===== src/core/port_pkg.sv =====
// Package with register map, reset values and pin carrier types of the port block.
package port_pkg;

   localparam logic [15:0] ADDR_INPUT_PORT_DATA        = 16'hffa2;
   localparam logic [15:0] ADDR_CS_PORT_DATA           = 16'hffcc;
   localparam logic [15:0] ADDR_CS_PORT_DIRECTION      = 16'hffce;
   localparam logic [15:0] ADDR_CS_PORT_OPEN_DRAIN     = 16'hf1ce;
   localparam logic [15:0] ADDR_THIRD_PORT_DATA        = 16'hffd0;
   localparam logic [15:0] ADDR_THIRD_PORT_DIRECTION   = 16'hffd2;
   localparam logic [15:0] ADDR_THIRD_PORT_OPEN_DRAIN  = 16'hf1d2;
   localparam logic [15:0] ADDR_RESET_CONFIG_READBACK  = 16'hf1e0;

   localparam logic [7:0]  RESET_PORT_BYTE             = 8'h00;
   localparam logic [15:0] RESET_WORD                  = 16'h0000;
   localparam int          CS_CODE_LSB                 = 1;
   localparam int          TIMER_ALT_LSB               = 10;
   localparam int          HOLD_REQ_LINE               = 5;
   localparam int          HOLD_ACK_LINE               = 6;
   localparam int          BUS_REQ_LINE                = 7;

   // Strap code caught after reset, giving the number of chip-select lines.
   typedef enum logic [1:0] {
      CS_NONE  = 2'b00,
      CS_TWO   = 2'b01,
      CS_THREE = 2'b10,
      CS_FIVE  = 2'b11
   } cs_count_t;

   // One byte-wide group of two-way pins as the pads see it.
   typedef struct packed {
      logic [7:0] value;
      logic [7:0] drive_n;
   } pin_drive_t;

   // Register bus request.
   typedef struct packed {
      logic [15:0] addr;
      logic [15:0] wdata;
      logic        wr;
      logic        rd;
   } bus_req_t;

endpackage


===== src/core/port5_6_7_io_ports.sv =====
// Input-only port, chip-select port and pulse-width/capture port with their register file.
//
module port5_6_7_io_ports (
   input  wire logic                  clk,
   input  wire logic                  rst,
   input  wire port_pkg::bus_req_t    bus,
   output logic [15:0]                rdata,
   input  wire logic [15:0]           input_pins,
   output logic [5:0]                 timer_alt_in,
   input  wire logic [1:0]            cs_count_strap,
   input  wire logic [4:0]            chip_select_n,
   input  wire logic                  arbitration_enable,
   input  wire logic                  hold_mode,
   input  wire logic                  bus_hold_ack_n,
   input  wire logic                  bus_request_n,
   output logic                       hold_request_n,
   input  wire logic [7:0]            cs_pin_in,
   output port_pkg::pin_drive_t       cs_pins,
   output logic [7:0]                 cs_pullup,
   input  wire logic [3:0]            pwm_channel_out,
   input  wire logic [3:0]            pwm_output_enable,
   input  wire logic [3:0]            capcmp_out,
   output logic [3:0]                 capcmp_in,
   input  wire logic [7:0]            third_pin_in,
   output port_pkg::pin_drive_t       third_pins
);

   typedef struct packed {
      logic [7:0]  cs_data;
      logic [7:0]  cs_dir;
      logic [7:0]  cs_od;
      logic [7:0]  third_data;
      logic [7:0]  third_dir;
      logic [7:0]  third_od;
      logic [15:0] rdata;
      logic [5:0]  timer_alt;
      logic        hold_req_n;
      logic [3:0]  capcmp;
      logic [7:0]  pull_on;
   } state_t;

   state_t                 state;
   state_t                 next_state;
   port_pkg::cs_count_t    cs_code;
   logic                   cs_valid;
   logic [7:0]             cs_value;
   logic [7:0]             cs_enable;
   logic [7:0]             cs_od_eff;
   logic [7:0]             third_value;
   logic [4:0]             cs_alt_sel;

   // Chip-select lines taken by the latched count, lowest lines first.
   function automatic logic [4:0] cs_mask(input port_pkg::cs_count_t code);
      unique case (code)
         port_pkg::CS_NONE:  cs_mask = 5'b00000;
         port_pkg::CS_TWO:   cs_mask = 5'b00011;
         port_pkg::CS_THREE: cs_mask = 5'b00111;
         port_pkg::CS_FIVE:  cs_mask = 5'b11111;
      endcase
   endfunction

   // Output lines read back their latch, input lines the pin.
   function automatic logic [7:0] port_read(input logic [7:0] latch, input logic [7:0] dir,
                                            input logic [7:0] pin);
      port_read = (latch & dir) | (pin & ~dir);
   endfunction

   strap_capture u_strap (
      .clk   (clk),
      .rst   (rst),
      .strap (cs_count_strap),
      .code  (cs_code),
      .valid (cs_valid)
   );

   // Until the strap is caught no line counts as a chip select.
   assign cs_alt_sel = cs_valid ? cs_mask(cs_code) : 5'b00000;

   always_comb begin
      cs_value  = state.cs_data;
      cs_enable = state.cs_dir;
      cs_od_eff = state.cs_od;
      for (int i = 0; i < 5; i++) begin
         if (cs_alt_sel[i]) begin
            cs_value[i] = chip_select_n[i];
            // In hold mode another master owns the wired chip selects.
            cs_enable[i] = ~hold_mode;
         end
      end
      if (arbitration_enable) begin
         cs_enable[port_pkg::HOLD_REQ_LINE] = 1'b0;
         cs_value[port_pkg::HOLD_ACK_LINE]  = bus_hold_ack_n;
         cs_enable[port_pkg::HOLD_ACK_LINE] = 1'b1;
         cs_value[port_pkg::BUS_REQ_LINE]   = bus_request_n;
         cs_enable[port_pkg::BUS_REQ_LINE]  = 1'b1;
      end
   end

   always_comb begin
      for (int i = 0; i < 4; i++) begin
         // The latch inverts rather than gates, so a separate enable is needed to connect the channel.
         third_value[i] = state.third_data[i] ^ (pwm_output_enable[i] & pwm_channel_out[i]);
         third_value[i + 4] = state.third_data[i + 4] & capcmp_out[i];
      end
   end

   port_driver u_cs_drv (
      .clk        (clk),
      .rst        (rst),
      .value      (cs_value),
      .enable     (cs_enable),
      .open_drain (cs_od_eff),
      .pins       (cs_pins)
   );

   port_driver u_third_drv (
      .clk        (clk),
      .rst        (rst),
      .value      (third_value),
      .enable     (state.third_dir),
      .open_drain (state.third_od),
      .pins       (third_pins)
   );

   always_comb begin
      next_state = state;
      next_state.rdata = port_pkg::RESET_WORD;
      next_state.timer_alt = input_pins[15:port_pkg::TIMER_ALT_LSB];
      next_state.hold_req_n = arbitration_enable ? cs_pin_in[port_pkg::HOLD_REQ_LINE] : 1'b1;
      next_state.capcmp = third_pin_in[7:4];
      next_state.pull_on = 8'h00;
      for (int i = 0; i < 5; i++) begin
         next_state.pull_on[i] = cs_alt_sel[i] & hold_mode & ~state.cs_od[i];
      end
      if (bus.wr) begin
         unique case (bus.addr)
            port_pkg::ADDR_CS_PORT_DATA:          next_state.cs_data = bus.wdata[7:0];
            port_pkg::ADDR_CS_PORT_DIRECTION:     next_state.cs_dir = bus.wdata[7:0];
            port_pkg::ADDR_CS_PORT_OPEN_DRAIN:    next_state.cs_od = bus.wdata[7:0];
            port_pkg::ADDR_THIRD_PORT_DATA:       next_state.third_data = bus.wdata[7:0];
            port_pkg::ADDR_THIRD_PORT_DIRECTION:  next_state.third_dir = bus.wdata[7:0];
            port_pkg::ADDR_THIRD_PORT_OPEN_DRAIN: next_state.third_od = bus.wdata[7:0];
            default: ;
         endcase
      end
      if (bus.rd) begin
         unique case (bus.addr)
            port_pkg::ADDR_INPUT_PORT_DATA:       next_state.rdata = input_pins;
            port_pkg::ADDR_CS_PORT_DATA:
               next_state.rdata = {8'h00, port_read(state.cs_data, cs_enable, cs_pin_in)};
            port_pkg::ADDR_CS_PORT_DIRECTION:     next_state.rdata = {8'h00, state.cs_dir};
            port_pkg::ADDR_CS_PORT_OPEN_DRAIN:    next_state.rdata = {8'h00, state.cs_od};
            port_pkg::ADDR_THIRD_PORT_DATA:
               next_state.rdata = {8'h00, port_read(state.third_data, state.third_dir, third_pin_in)};
            port_pkg::ADDR_THIRD_PORT_DIRECTION:  next_state.rdata = {8'h00, state.third_dir};
            port_pkg::ADDR_THIRD_PORT_OPEN_DRAIN: next_state.rdata = {8'h00, state.third_od};
            port_pkg::ADDR_RESET_CONFIG_READBACK:
               next_state.rdata = 16'(cs_code) << port_pkg::CS_CODE_LSB;
            default: ;
         endcase
      end
   end

   always_ff @(posedge clk or posedge rst) begin
      if (rst) begin
         state <= '{cs_data: port_pkg::RESET_PORT_BYTE, cs_dir: port_pkg::RESET_PORT_BYTE,
                    cs_od: port_pkg::RESET_PORT_BYTE, third_data: port_pkg::RESET_PORT_BYTE,
                    third_dir: port_pkg::RESET_PORT_BYTE, third_od: port_pkg::RESET_PORT_BYTE,
                    rdata: port_pkg::RESET_WORD, timer_alt: 6'h00, hold_req_n: 1'b1,
                    capcmp: 4'h0, pull_on: 8'h1f};
      end else begin
         state <= next_state;
      end
   end

   assign rdata          = state.rdata;
   assign timer_alt_in   = state.timer_alt;
   assign hold_request_n = state.hold_req_n;
   assign capcmp_in      = state.capcmp;
   assign cs_pullup      = state.pull_on;

endmodule // port5_6_7_io_ports


===== src/core/strap_capture.sv =====
// Catches the chip-select count strap on the first clock edge after reset release.
module strap_capture (
   input  wire logic                clk,
   input  wire logic                rst,
   input  wire logic [1:0]          strap,
   output port_pkg::cs_count_t      code,
   output logic                     valid
);

   typedef struct packed {
      port_pkg::cs_count_t code;
      logic                valid;
   } state_t;

   state_t state;
   state_t next_state;

   always_comb begin
      next_state = state;
      if (!state.valid) begin
         next_state.code  = port_pkg::cs_count_t'(strap);
         next_state.valid = 1'b1;
      end
   end

   // The strap is a pin level, so it is sampled by the clock, never loaded by the reset itself.
   always_ff @(posedge clk or posedge rst) begin
      if (rst) begin
         state <= '{code: port_pkg::CS_NONE, valid: 1'b0};
      end else begin
         state <= next_state;
      end
   end

   assign code  = state.code;
   assign valid = state.valid;

endmodule // strap_capture


===== src/core/port_driver.sv =====
// Registered push/pull or open-drain driver for one byte of two-way pins.
module port_driver (
   input  wire logic                clk,
   input  wire logic                rst,
   input  wire logic [7:0]          value,
   input  wire logic [7:0]          enable,
   input  wire logic [7:0]          open_drain,
   output port_pkg::pin_drive_t     pins
);

   port_pkg::pin_drive_t state;
   port_pkg::pin_drive_t next_state;

   always_comb begin
      next_state.value = value;
      // Open drain only pulls low; a high level is left to the pullup.
      next_state.drive_n = ~(enable & (~open_drain | ~value));
   end

   always_ff @(posedge clk or posedge rst) begin
      if (rst) begin
         state <= '{value: 8'h00, drive_n: 8'hff};
      end else begin
         state <= next_state;
      end
   end

   assign pins = state;

endmodule // port_driver


===== config.mk =====
export PLATFORM = sky130hd
export DESIGN_NAME = port5_6_7_io_ports
export DESIGN_NICKNAME = d
export VERILOG_FILES = /design/src/core/port_pkg.sv /design/src/core/port5_6_7_io_ports.sv /design/src/core/strap_capture.sv /design/src/core/port_driver.sv
export SDC_FILE = /design/constraint.sdc
export NUM_CORES = 1
export LEC_CHECK = 0
export ABC_AREA = 1
export BUFFER_PORTS_ARGS = -buffer_cell sky130_fd_sc_hd__buf_2
export CORE_MARGIN = 2
export CORE_UTILIZATION = 50
export CTS_CLUSTER_DIAMETER = 80
export DETAILED_ROUTE_END_ITERATION = 6
export GPL_TIMING_DRIVEN = 0
export HOLD_SLACK_MARGIN = 0.12
export PLACE_DENSITY = 0.8
export SLEW_MARGIN = 20
export SYNTH_ARGS = -nofsm -noshare
export SYNTH_HDL_FRONTEND = slang
export SYNTH_HIERARCHICAL = 1
export SYNTH_SLANG_ARGS = --single-unit

===== constraint.sdc =====
create_clock -name clk -period 3.2 [get_ports clk]
set_clock_uncertainty 0.2 [all_clocks]
set_input_delay 0.64 -clock clk [delete_from_list [all_inputs] [get_ports clk]]
set_output_delay 0.64 -clock clk [all_outputs]
set_load 0.05 [all_outputs]

### After elaboration in Yosys (flattened, before gate mapping)

Cells that the tools add are included.

* word-level logic and storage cells: 98
* output and inout port bits: 67
* register bits after elaboration: 115
* bits of input ports: 91

* reduce and logical (&&, ||, !) cells: 7
* bitwise gates (word level): 46
* muxes and demuxes: 17
* equality and inequality tests: 11

Operators with widths (number)
* $eq A16 B16 Y1 const B: 8
* $pmux W16 S8: 1
* $not A8 Y8: 8
* $and A8 B8 Y8: 6
* $or A8 B8 Y8: 4
* $pmux W5 S4: 1
* $and A1 B1 Y1: 18
* $mux W16: 1
* $reduce_and A2 Y1: 6
* $mux W1: 11
* $not A1 Y1: 6
* $mux W5: 1
* $eq A2 B2 Y1 const B: 2
* $xor A1 B1 Y1: 4
* $mux W3: 1
* $eq A2 B1 Y1 const B: 1
* $logic_not A2 Y1: 1
* $mux W2: 1

### Logic depth before layout (Yosys ltp)

Gate-level depths: netlist (run 1).

* depth after elaboration: 9
* gate-level depth with buffers: 10
* gate-level depth less buffers: 10

### By module

The synthesis (run 1) kept the hierarchy.

Modules (own cells, without submodules)
* port5_6_7_io_ports: instances 1, sequential area each 2009.4 sq um, cells each 536, area each 4325.4 sq um
* port_driver: instances 2, sequential area each 410.4 sq um, cells each 33, area each 474.2 sq um
* strap_capture: instances 1, sequential area each 75.1 sq um, cells each 12, area each 108.9 sq um

### Worst setup path after synthesis (run 1)

No wires, ideal clock.

* path type: input-to-reg
* start point: input bus[29] in the netlist's numbering
* end point: register state (netlist bit cs_od_eff[0])
* arrival time: 1.510 ns
* stages on the path: 7
* path buffers: 1
* setup time: 0.126 ns
* slack: 1.364 ns
* path through: nor2_1 -> nand3_1 -> nor2_4 -> nand2_4 -> nor2_4 -> buf_6 -> o21ai_0

* cells in the longest elaborated chain, start to end: 2

RTL lines
* from (decl): RTL line port5_6_7_io_ports.sv:6 `input wire port_pkg::bus_req_t bus,`
* $eq A16 B16 Y1: RTL line port5_6_7_io_ports.sv:136 `unique case (bus.addr)`
* $reduce_and A2 Y1 (no line)
* to (signal assigned): RTL line port5_6_7_io_ports.sv:166 `state <= '{cs_data: port_pkg::RESET_PORT_BYTE, cs_dir: port_pkg::RESET_PORT_BYTE,`
* to (signal assigned): RTL line port5_6_7_io_ports.sv:172 `state <= next_state;`
* to (decl): RTL line port5_6_7_io_ports.sv:42 `state_t state;`

No other way between the ends.
A chain may end at the register's enable or synchronous reset.

### Final worst setup path (run 1)

* start point: register state (netlist bit cs_pullup[1])
* end point: output cs_pullup[1]

RTL lines
* to (decl): RTL line port5_6_7_io_ports.sv:19 `output logic [7:0] cs_pullup,`

No word-level cell between the ends.

==> load_flow_metrics.sql, run 1 <==
INSERT INTO impl_metrics (metric_group, metric, value, unit) VALUES
('cells_and_area', 'post_route_cells_drive_above_1_share', '0.332', ''),
('clock_tree', 'clk_pin_slew', '0.05', 'ns'),
('power', 'power.clock.fraction', '0.484', ''),
('clock_tree', 'post_cts_resized', '0', ''),
('cells_and_area', 'layout-area-overhead-vs-synth', '29.4', '%'),
('timing', 'final_critical_path_setup_slack', '1.01', 'ns'),
('floorplanning', 'top_level_port_count', '158', ''),
('floorplanning', 'design.core.area', '0.0104', 'mm2'),
('placed_design', 'placed_wire_length_estimate_after_detailed_placement', '9.89', 'mm'),
('cells_and_area', 'layout.nets', '884', ''),
('job', 'drv_cap', '0', ''),
('logic_synthesis', 'synth_commonest_cells', '160 x nand2_1, 93 x dfrtp_1, 76 x inv_1, 51 x nor2_1, 50 x nand3_1', ''),
('grt', 'grt_max_degree', '48', ''),
('setup_path', 'crit_type', 'flip-flop to primary output', ''),
('route', 'via_count_of_the_routed_design', '4716', ''),
('grt', 'first_global_vias', '4704', ''),
('route', 'number_of_violations_reported_at_the_end_of_detailed_routing_iteration_0', '320', ''),
('logic_synthesis', 'synth_top_area_frac', '0.432', ''),
('route', 'wl_met1', '5.33', 'mm'),
('logic_synthesis', 'synth_most_common_cell', 'nand2_1', ''),
('power', 'vdd.ir_drop.worst', '0.000276', 'V'),
('setup_path', 'startpoint_type', 'flip-flop', ''),
('clock_tree', 'cts_root_buf', 'clkbuf_8', ''),
('floorplanning', 'fp-row-count', '37', ''),
('grt', 'grt_first_pass_wirelength', '21.6', 'mm'),
('cells_and_area', 'utilization', '0.672', ''),
('timing', 'timing.final.max_slew_violations', '0', ''),
('logic_synthesis', 'sequential_fraction_of_the_synthesis_area', '0.540', ''),
('setup_path', 'worstPathMaxFanout', '1', ''),
('clock_tree', 'clock_latency', '0.51', 'ns'),
('floorplanning', 'floorplan.initialDensity', '0.519', ''),
('floorplanning', 'die_width', '108', 'um'),
('power', 'power_leakage', '3.72', 'nW'),
('placed_design', 'port_buffers', '145', ''),
('power', 'internal_power', '0.00266', 'W'),
('logic_synthesis', 'synth.yosys.warnings', '6', ''),
('grt', 'grt_util_all_layers', '0.243', ''),
('cells_and_area', 'antennaDiodeCount', '0', ''),
('power', 'power.net_switching', '0.000825', 'W'),
('placed_design', 'pre_cts_slack', '0.963', 'ns'),
('clock_tree', 'clk_path_buf_depth', '2', ''),
('logic_synthesis', 'yosys_register_bits', '115', ''),
('route', 'drc', '0', ''),
('clock_tree', 'post_cts_setup_buffer_count', '0', ''),
('logic_synthesis', 'synth_largest_area_cell', 'dfrtp_1', ''),
('timing', 'max_slew.worst_pin.slew', '0.661', 'ns'),
('logic_synthesis', 'post_synth_num_cell_types', '30', ''),
('logic_synthesis', 'synth.cell_area', '0.00538', 'mm2'),
('route', 'met2WireLength', '6.56', 'mm'),
('logic_synthesis', 'syn-instance-count', '614', ''),
('timing', 'maxSlewHeadroom', '0.559', ''),
('floorplanning', 'floorplan.die_area', '0.0116', 'mm2'),
('logic_synthesis', 'ys.flop_type', 'dfrtp_1', ''),
('timing', 'grt_setup_unrepaired', 'false', ''),
('timing', 'achievable-frequency', '0.456', 'GHz'),
('timing', 'final_min_period_over_clock_period', '0.685', ''),
('route', 'detail_route.vias_per_cell', '5.01', ''),
('clock_tree', 'cts.sink_count', '115', ''),
('logic_synthesis', 'synth.avg_cell_area', '8.77', 'um2'),
('setup_path', 'cp.required', '2.36', 'ns'),
('route', 'dr_wl_met3', '1.06', 'mm'),
('timing', 'setup_viol', '0', ''),
('min_path', 'hold_class', 'input pin to flip-flop', ''),
('setup_path', 'cp.arrival', '1.35', 'ns'),
('clock_tree', 'cts_buffers', '17', ''),
('placed_design', 'place.gp.congestion', '0.892', ''),
('floorplanning', 'chipHeight', '108', 'um'),
('clock_tree', 'tritoncts', 'yes', ''),
('grt', 'antenna_violations_before_repair', '0', ''),
('outcome', 'outcome', 'finished clean', ''),
('logic_synthesis', 'asyncSetResetFlopFracSynth', '1.00', '');
## stage by stage
stage          area [um2]  setup TNS, ns  power [W]  hold WS (ns)  cells
6_report             6970              0    0.00348         0.137    941
4_1_cts              6970              0    0.00351         0.121    941
3_5_place_dp         6320              0    0.00181         0.219    898
3_3_place_gp         6290         -54.28    0.00180         0.212    897
2_1_floorplan        5390              0    0.00169         0.190    616
5_1_grt              6970              0    0.00361         0.136    941
## kinds of logic (layout without fill, tap and decap cells)
| kind of cell | count (synthesis) | in the layout | synth area share |
|---|---|---|---|
| simple gates | 287 | 287 | 0.243 |
| flops | 115 | 115 | 0.540 |
| other cells | 2 | 4 | 0.00140 |
| buf+inv | 125 | 314 | 0.127 |
| compound gates | 80 | 80 | 0.0807 |
| xor+xnor | 4 | 4 | 0.00651 |
| mux | 1 | 1 | 0.00186 |
## path summary, 6_finish.rpt
path / start / endpoint / slack [ns] / cells past startpoint
hold reg to reg: cs_value[5] / u_cs_drv/pins[13] / 0.23 / 0
hold / removal: cs_count_strap[1] / u_strap/code[1] / 0.14 / 3
max in group asynchronous: rst / timer_alt_in[5] / 1.66 / 4
setup reg to reg: u_strap/valid / rdata[1] / 1.35 / 10
setup / recovery: cs_pullup[1] / cs_pullup[1] / 1.01 / 2
min in group asynchronous: rst / u_strap/valid / 0.42 / 3
## repair_timing
| action | CTS | global route |
|---|---|---|
| hold buffers | 12 | 0 |
| hold endpoints to repair | 57 | 0 |
| setup endpoints to repair | 0 | 0 |
## layer usage
metal  GRT usage  vias up
met5           0        -
met4      0.0989        0
met3      0.0605       31
met2       0.415      219
met1       0.294     2216
li1            -     2250
## cells in the final DEF, fill, tap and decap left out, types with 2 or more instances in the layout
master | synthesis | final
clkinv_2 | 0 | 5
inv_4 | 1 | 2
dfrtp_1 | 93 | 93
nand2_4 | 2 | 2
dfstp_2 | 22 | 22
nand3_4 | 2 | 2
conb_1 | 2 | 4
inv_2 | 2 | 2
nand2_2 | 2 | 2
nand3_2 | 4 | 4
nand3_1 | 50 | 50
nand4_1 | 4 | 4
o21a_1 | 9 | 9
nand2_1 | 160 | 160
buf_6 | 8 | 8
inv_1 | 76 | 75
o21ai_0 | 42 | 42
buf_2 | 0 | 145
a21oi_1 | 14 | 14
nor2_2 | 3 | 3
buf_4 | 36 | 36
nor2_1 | 51 | 51
clkbuf_8 | 0 | 4
xor2_1 | 4 | 4
o21ai_1 | 12 | 12
dlygate4sd3_1 | 0 | 12
clkbuf_1 | 1 | 6
clkbuf_16 | 0 | 16
nor2_4 | 6 | 6
o21ai_2 | 3 | 3
## layout make-up
type                    count  area, um2  area share
plain buffers              46        384      0.0551
clock buffers              25        474      0.0681
clock inverters             6       55.1     0.00790
inverters                  79        302      0.0433
multi-input cells         376       1800       0.259
flip-flops and latches    115       2910       0.417
well taps                 136        170      0.0244
repair buffers            158        873       0.125
## power groups by stage
| stage | Clock [W] | Combinational (W) | Sequential (W) |
|---|---|---|---|
| 3_3_place_gp | 0 | 0.000282 | 0.00152 |
| 5_1_grt | 0.00178 | 0.000332 | 0.00149 |
| 4_1_cts | 0.00171 | 0.000307 | 0.00149 |
| 6_report | 0.00168 | 0.000304 | 0.00149 |
| 3_5_place_dp | 0 | 0.000294 | 0.00152 |
| 2_1_floorplan | 0 | 0.000129 | 0.00156 |
## state kept, by name (all words and copies together), names as in the netlist, 4 cells and up
| register | flops |
|---|---|
| state | 39 |
| rdata | 16 |
| u_cs_drv/pins | 16 |
| u_third_drv/pins | 16 |
| cs_od_eff | 8 |
| timer_alt_in | 6 |
| cs_pullup | 5 |
| capcmp_in | 4 |
## critical path, cell delays in order (launching register included)
cell and delay (ns):
dfstp_2 0.51, buf_4 0.09, buf_2 0.24
(Power assumes the default switching activity.)
==> run 2: changes to the inputs <==
- ABC_AREA: 1 -> 0
- CORE_UTILIZATION: 50 -> 46
- PLACE_DENSITY: 0.8 -> 0.78
- clock period: 3.2 -> 1.88 ns (I/O delays scaled with it)
==> run 2 against run 1 <==
  * The flow now finishes with violations (setup timing)
  * Global-route usage fell by 0.21 points
  * Utilization grew 1.4 points
  * Area after synthesis down 3.3%
  * Count of clock-buffer cells in the layout down 3
  * Final area grew 7.7%
  * Critical path type is now input pin to flip-flop
  * Routed wire length rose by 10%
  * Sequential power is 72% higher
  * Cell count shrank 15%
  * Non-clock buffer count rose by 44
  * Setup slack worse by 1.0 ns
  * Clock power up 110%
==> load_flow_metrics.sql, run 2 <==
INSERT INTO impl_metrics (metric_group, metric, value, unit) VALUES
('setup_path', 'crit_chain', 'buf_2 > and4b_1 > nand3_1 > nor4_4 > a222oi_1 > a31oi_1', ''),
('min_path', 'hold_class', 'input pin to flip-flop', ''),
('cells_and_area', 'instances_no_fill', '796', ''),
('cells_and_area', 'post_route_cells_drive_above_1_share', '0.514', ''),
('cells_and_area', 'number_of_flip_flops_in_the_largest_register', '39', ''),
('logic_synthesis', 'yosys_register_bits', '115', ''),
('setup_path', 'critical_path.slowest_cell', 'nor4_4', ''),
('logic_synthesis', 'synth.avg_cell_area', '12.4', 'um2'),
('logic_synthesis', 'synth_most_common_cell', 'dfrtp_1', ''),
('setup_path', 'worstPathMaxFanout', '8', ''),
('grt', 'first_global_vias', '4304', ''),
('power', 'power_consumption', '0.00675', 'W'),
('floorplanning', 'fp-row-count', '38', ''),
('floorplanning', 'top_level_port_count', '158', ''),
('cells_and_area', 'top_register', 'state', ''),
('placed_design', 'port_buffers', '144', ''),
('logic_synthesis', 'synth_simple_gate_area_share', '0.113', ''),
('clock_tree', 'clock_latency', '0.42', 'ns'),
('route', 'met2WireLength', '7.28', 'mm'),
('placed_design', 'place.gp.congestion', '0.878', ''),
('cells_and_area', 'layout.nets', '734', ''),
('timing', 'hold-worst-slack', '0.141', 'ns'),
('power', 'power.clock.fraction', '0.523', ''),
('timing', 'achievable-frequency', '0.528', 'GHz'),
('logic_synthesis', 'synth_edf_count', '0', ''),
('floorplanning', 'floorplan.initialDensity', '0.476', ''),
('clock_tree', 'cts.sink_count', '115', ''),
('route', 'wl', '14.6', 'mm'),
('setup_path', 'cp.arrival', '2.01', 'ns'),
('logic_synthesis', 'yosys.area_share.adder', '0', ''),
('cells_and_area', 'layout_commonest_cell', 'buf_2', ''),
('logic_synthesis', 'synth_top_area_frac', '0.447', ''),
('logic_synthesis', 'synth_largest_area_cell', 'dfrtp_1', ''),
('setup_path', 'reg2regPathDepth', '5', ''),
('setup_path', 'type_of_destination_of_the_critical_path', 'flip-flop', ''),
('route', 'wl_met1', '5.77', 'mm'),
('power', 'vdd.ir_drop.worst', '0.000508', 'V'),
('clock_tree', 'clk_pin_slew', '0.05', 'ns'),
('logic_synthesis', 'synth_commonest_cells', '93 x dfrtp_1, 62 x mux2_2, 34 x buf_4, 22 x dfstp_2, 21 x nor2_1', ''),
('route', 'detail_route.vias_per_cell', '5.52', ''),
('min_path', 'timing.hold.worst_path_depth', '3', ''),
('setup_path', 'path_buf_inv', '1', ''),
('route', 'detail-route-antenna-nets', '0', ''),
('power', 'internal_power', '0.00524', 'W'),
('setup_path', 'reg2reg_from', 'u_strap/code[0]', ''),
('min_path', 'timing.hold.worst.start', 'pwm_output_enable[2]', ''),
('route', 'drc', '0', ''),
('logic_synthesis', 'sequential_fraction_of_the_synthesis_area', '0.558', ''),
('clock_tree', 'cts_root_buf', 'clkbuf_16', ''),
('clock_tree', 'htreeDepth', '4', ''),
('outcome', 'violations_in_the_final_reports', 'setup timing', ''),
('floorplanning', 'chipHeight', '110', 'um'),
('power', 'comb_power_share', '0.098', ''),
('clock_tree', 'cts_buffers', '17', ''),
('setup_path', 'startpoint_type', 'input pin', ''),
('floorplanning', 'floorplan.die_area', '0.0122', 'mm2'),
('min_path', 'holdPathEnd', 'u_third_drv/pins[10]', ''),
('logic_synthesis', 'synth.yosys.warnings', '6', ''),
('route', 'wl_per_cell', '18.4', 'um'),
('power', 'p_seq_frac', '0.379', ''),
('logic_synthesis', 'syn-instance-count', '418', ''),
('timing', 'final_critical_path_setup_slack', '-0.0145', 'ns'),
('setup_path', 'reg2reg_slack', '0.05', 'ns'),
('timing', 'timing.final.max_slew_violations', '0', ''),
('timing', 'timing.final.crit_period', '1.89', 'ns'),
('cells_and_area', 'antennaDiodeCount', '0', ''),
('timing', 'setup_viol', '1', ''),
('timing', 'max_slew.worst_pin.slew', '0.698', 'ns'),
('route', 'drt_first_pass_iters', '5', ''),
('setup_path', 'cp.required', '2.00', 'ns'),
('timing', 'final_min_period_over_clock_period', '1.01', ''),
('route', 'dr.max_layer_used', 'met5', ''),
('floorplanning', 'die_width', '110', 'um'),
('logic_synthesis', 'post_synth_num_cell_types', '50', ''),
('logic_synthesis', 'area_share_of_xor_xnor_cells_in_the_synthesized_design', '0.00673', ''),
('grt', 'grt_util_all_layers', '0.241', ''),
('logic_synthesis', 'synth_top_family_by_area', 'multiplexers', ''),
('placed_design', 'dp.cells', '706', ''),
('setup_path', 'r2r-end', 'rdata[1]', ''),
('grt', 'grt_first_pass_wirelength', '21.5', 'mm'),
('grt', 'grt_overflow', '0', ''),
('grt', 'grt_max_degree', '36', ''),
('cells_and_area', 'utilization', '0.686', ''),
('cells_and_area', 'layout_common_cells', '142 x buf_2, 90 x dfrtp_1, 61 x mux2_2, 47 x dlygate4sd3_1, 45 x buf_4', ''),
('job', 'drv_cap', '0', ''),
('timing', 'grt_setup_unrepaired', 'true', ''),
('logic_synthesis', 'ys_top_cells_by_area', 'dfrtp_1 45%, mux2_2 13%, dfstp_2 11%', ''),
('cells_and_area', 'layout-area-overhead-vs-synth', '44.2', '%'),
('logic_synthesis', 'muxShareOfSynthArea', '0.142', ''),
('floorplanning', 'design.core.area', '0.0109', 'mm2'),
('outcome', 'outcome', 'complete, but fails checks', ''),
('grt', 'antenna_violations_before_repair', '2', ''),
('route', 'dr_wl_met3', '1.09', 'mm'),
('power', 'power.density_cell_area', '900', 'mW/mm2'),
('timing', 'finalHoldViolations', '0', ''),
('power', 'power.net_switching', '0.00150', 'W'),
('clock_tree', 'clk_path_buf_depth', '2', ''),
('placed_design', 'placed_wire_length_estimate_after_detailed_placement', '10.0', 'mm'),
('logic_synthesis', 'asyncSetResetFlopFracSynth', '1.00', ''),
('setup_path', 'crit_type', 'input pin to flip-flop', ''),
('timing', 'total_negative_slack_for_setup_checks', '-0.0145', 'ns'),
('clock_tree', 'tritoncts', 'yes', ''),
('route', 'number_of_violations_reported_at_the_end_of_detailed_routing_iteration_0', '354', ''),
('power', 'switching_share', '0.223', ''),
('setup_path', 'timing.critical_path.max_delay_family', 'simple AND/OR/NAND/NOR gates', ''),
('logic_synthesis', 'synth-compound-area-share', '0.112', ''),
('timing', 'maxSlewHeadroom', '0.534', ''),
('setup_path', 'cp_slowest_stage_delay', '0.57', 'ns'),
('route', 'via_count_of_the_routed_design', '4393', ''),
('logic_synthesis', 'synth.cell_area', '0.00520', 'mm2'),
('logic_synthesis', 'ys.flop_type', 'dfrtp_1', ''),
('power', 'power_leakage', '3.79', 'nW');
run 2: layout make-up:
cell class	instances	area [um2]
inverter	14	56.3
multi-input combinational	247	2060
timing repair buffer	206	1350
fill	802	3430
sequential	115	2910
clock inverter	10	179
buffer	42	300
tap	140	175
clock buffer	22	474
run 2: worst reg2reg max path, stage by stage, from the launching register on:
cell and delay (ns):
dfrtp_2 0.47, o21ai_4 0.23, mux2_2 0.38, a21oi_2 0.12
o211ai_1 0.12, a31oi_1 0.22
run 2: how the worst max path moves through the flow:
| stage | start | end | depth (start not counted) |
|---|---|---|---|
| final | bus[18] | rdata[6] | 6 |
| after global routing | bus[18] | rdata[6] | 6 |
| after CTS | bus[20] | state[35] | 6 |
| after detailed placement | bus[18] | state[45] | 5 |
| after global placement | bus[18] | state[49] | 5 |
| after floorplan | bus[18] | state[43] | 4 |
run 2: power groups by stage:
stage               clock [W]  combinational [W]  sequential, W
floorplan                   0           0.000263        0.00267
global placement            0           0.000533        0.00259
finish                0.00353           0.000660        0.00256
detailed placement          0           0.000554        0.00259
CTS                   0.00357           0.000640        0.00256
global route          0.00368           0.000709        0.00256
run 2: layer usage:
metal  vias up  GRT usage
met5         -          0
met4         4      0.125
met3        48     0.0676
met2       241      0.397
met1      2158      0.289
li1       1942          -
run 2: repair_timing:
| action | in CTS | in global routing |
|---|---|---|
| resized for setup | 16 | 20 |
| pin swaps | 6 | 5 |
| setup endpoints to repair | 50 | 49 |
| buffers inserted | 10 | 3 |
| hold buffers | 47 | 0 |
| hold endpoints to repair | 132 | 0 |
run 2: kinds of logic (layout without fill, tap and decap cells):
| logic type | count (synthesis) | count (layout) |
|---|---|---|
| flops | 115 | 115 |
| xor+xnor | 4 | 4 |
| mux | 66 | 66 |
| simple gates | 99 | 99 |
| other cells | 2 | 4 |
| buf+inv | 58 | 294 |
| compound gates | 74 | 74 |
run 2: metrics by stage:
stage / setup WS (ns) / area, um2
2_1_floorplan: -0.197 / 5220
3_3_place_gp: -0.634 / 6110
3_5_place_dp: -0.675 / 6150
4_1_cts: -0.0102 / 7430
5_1_grt: -0.0513 / 7500
6_report: -0.0145 / 7500
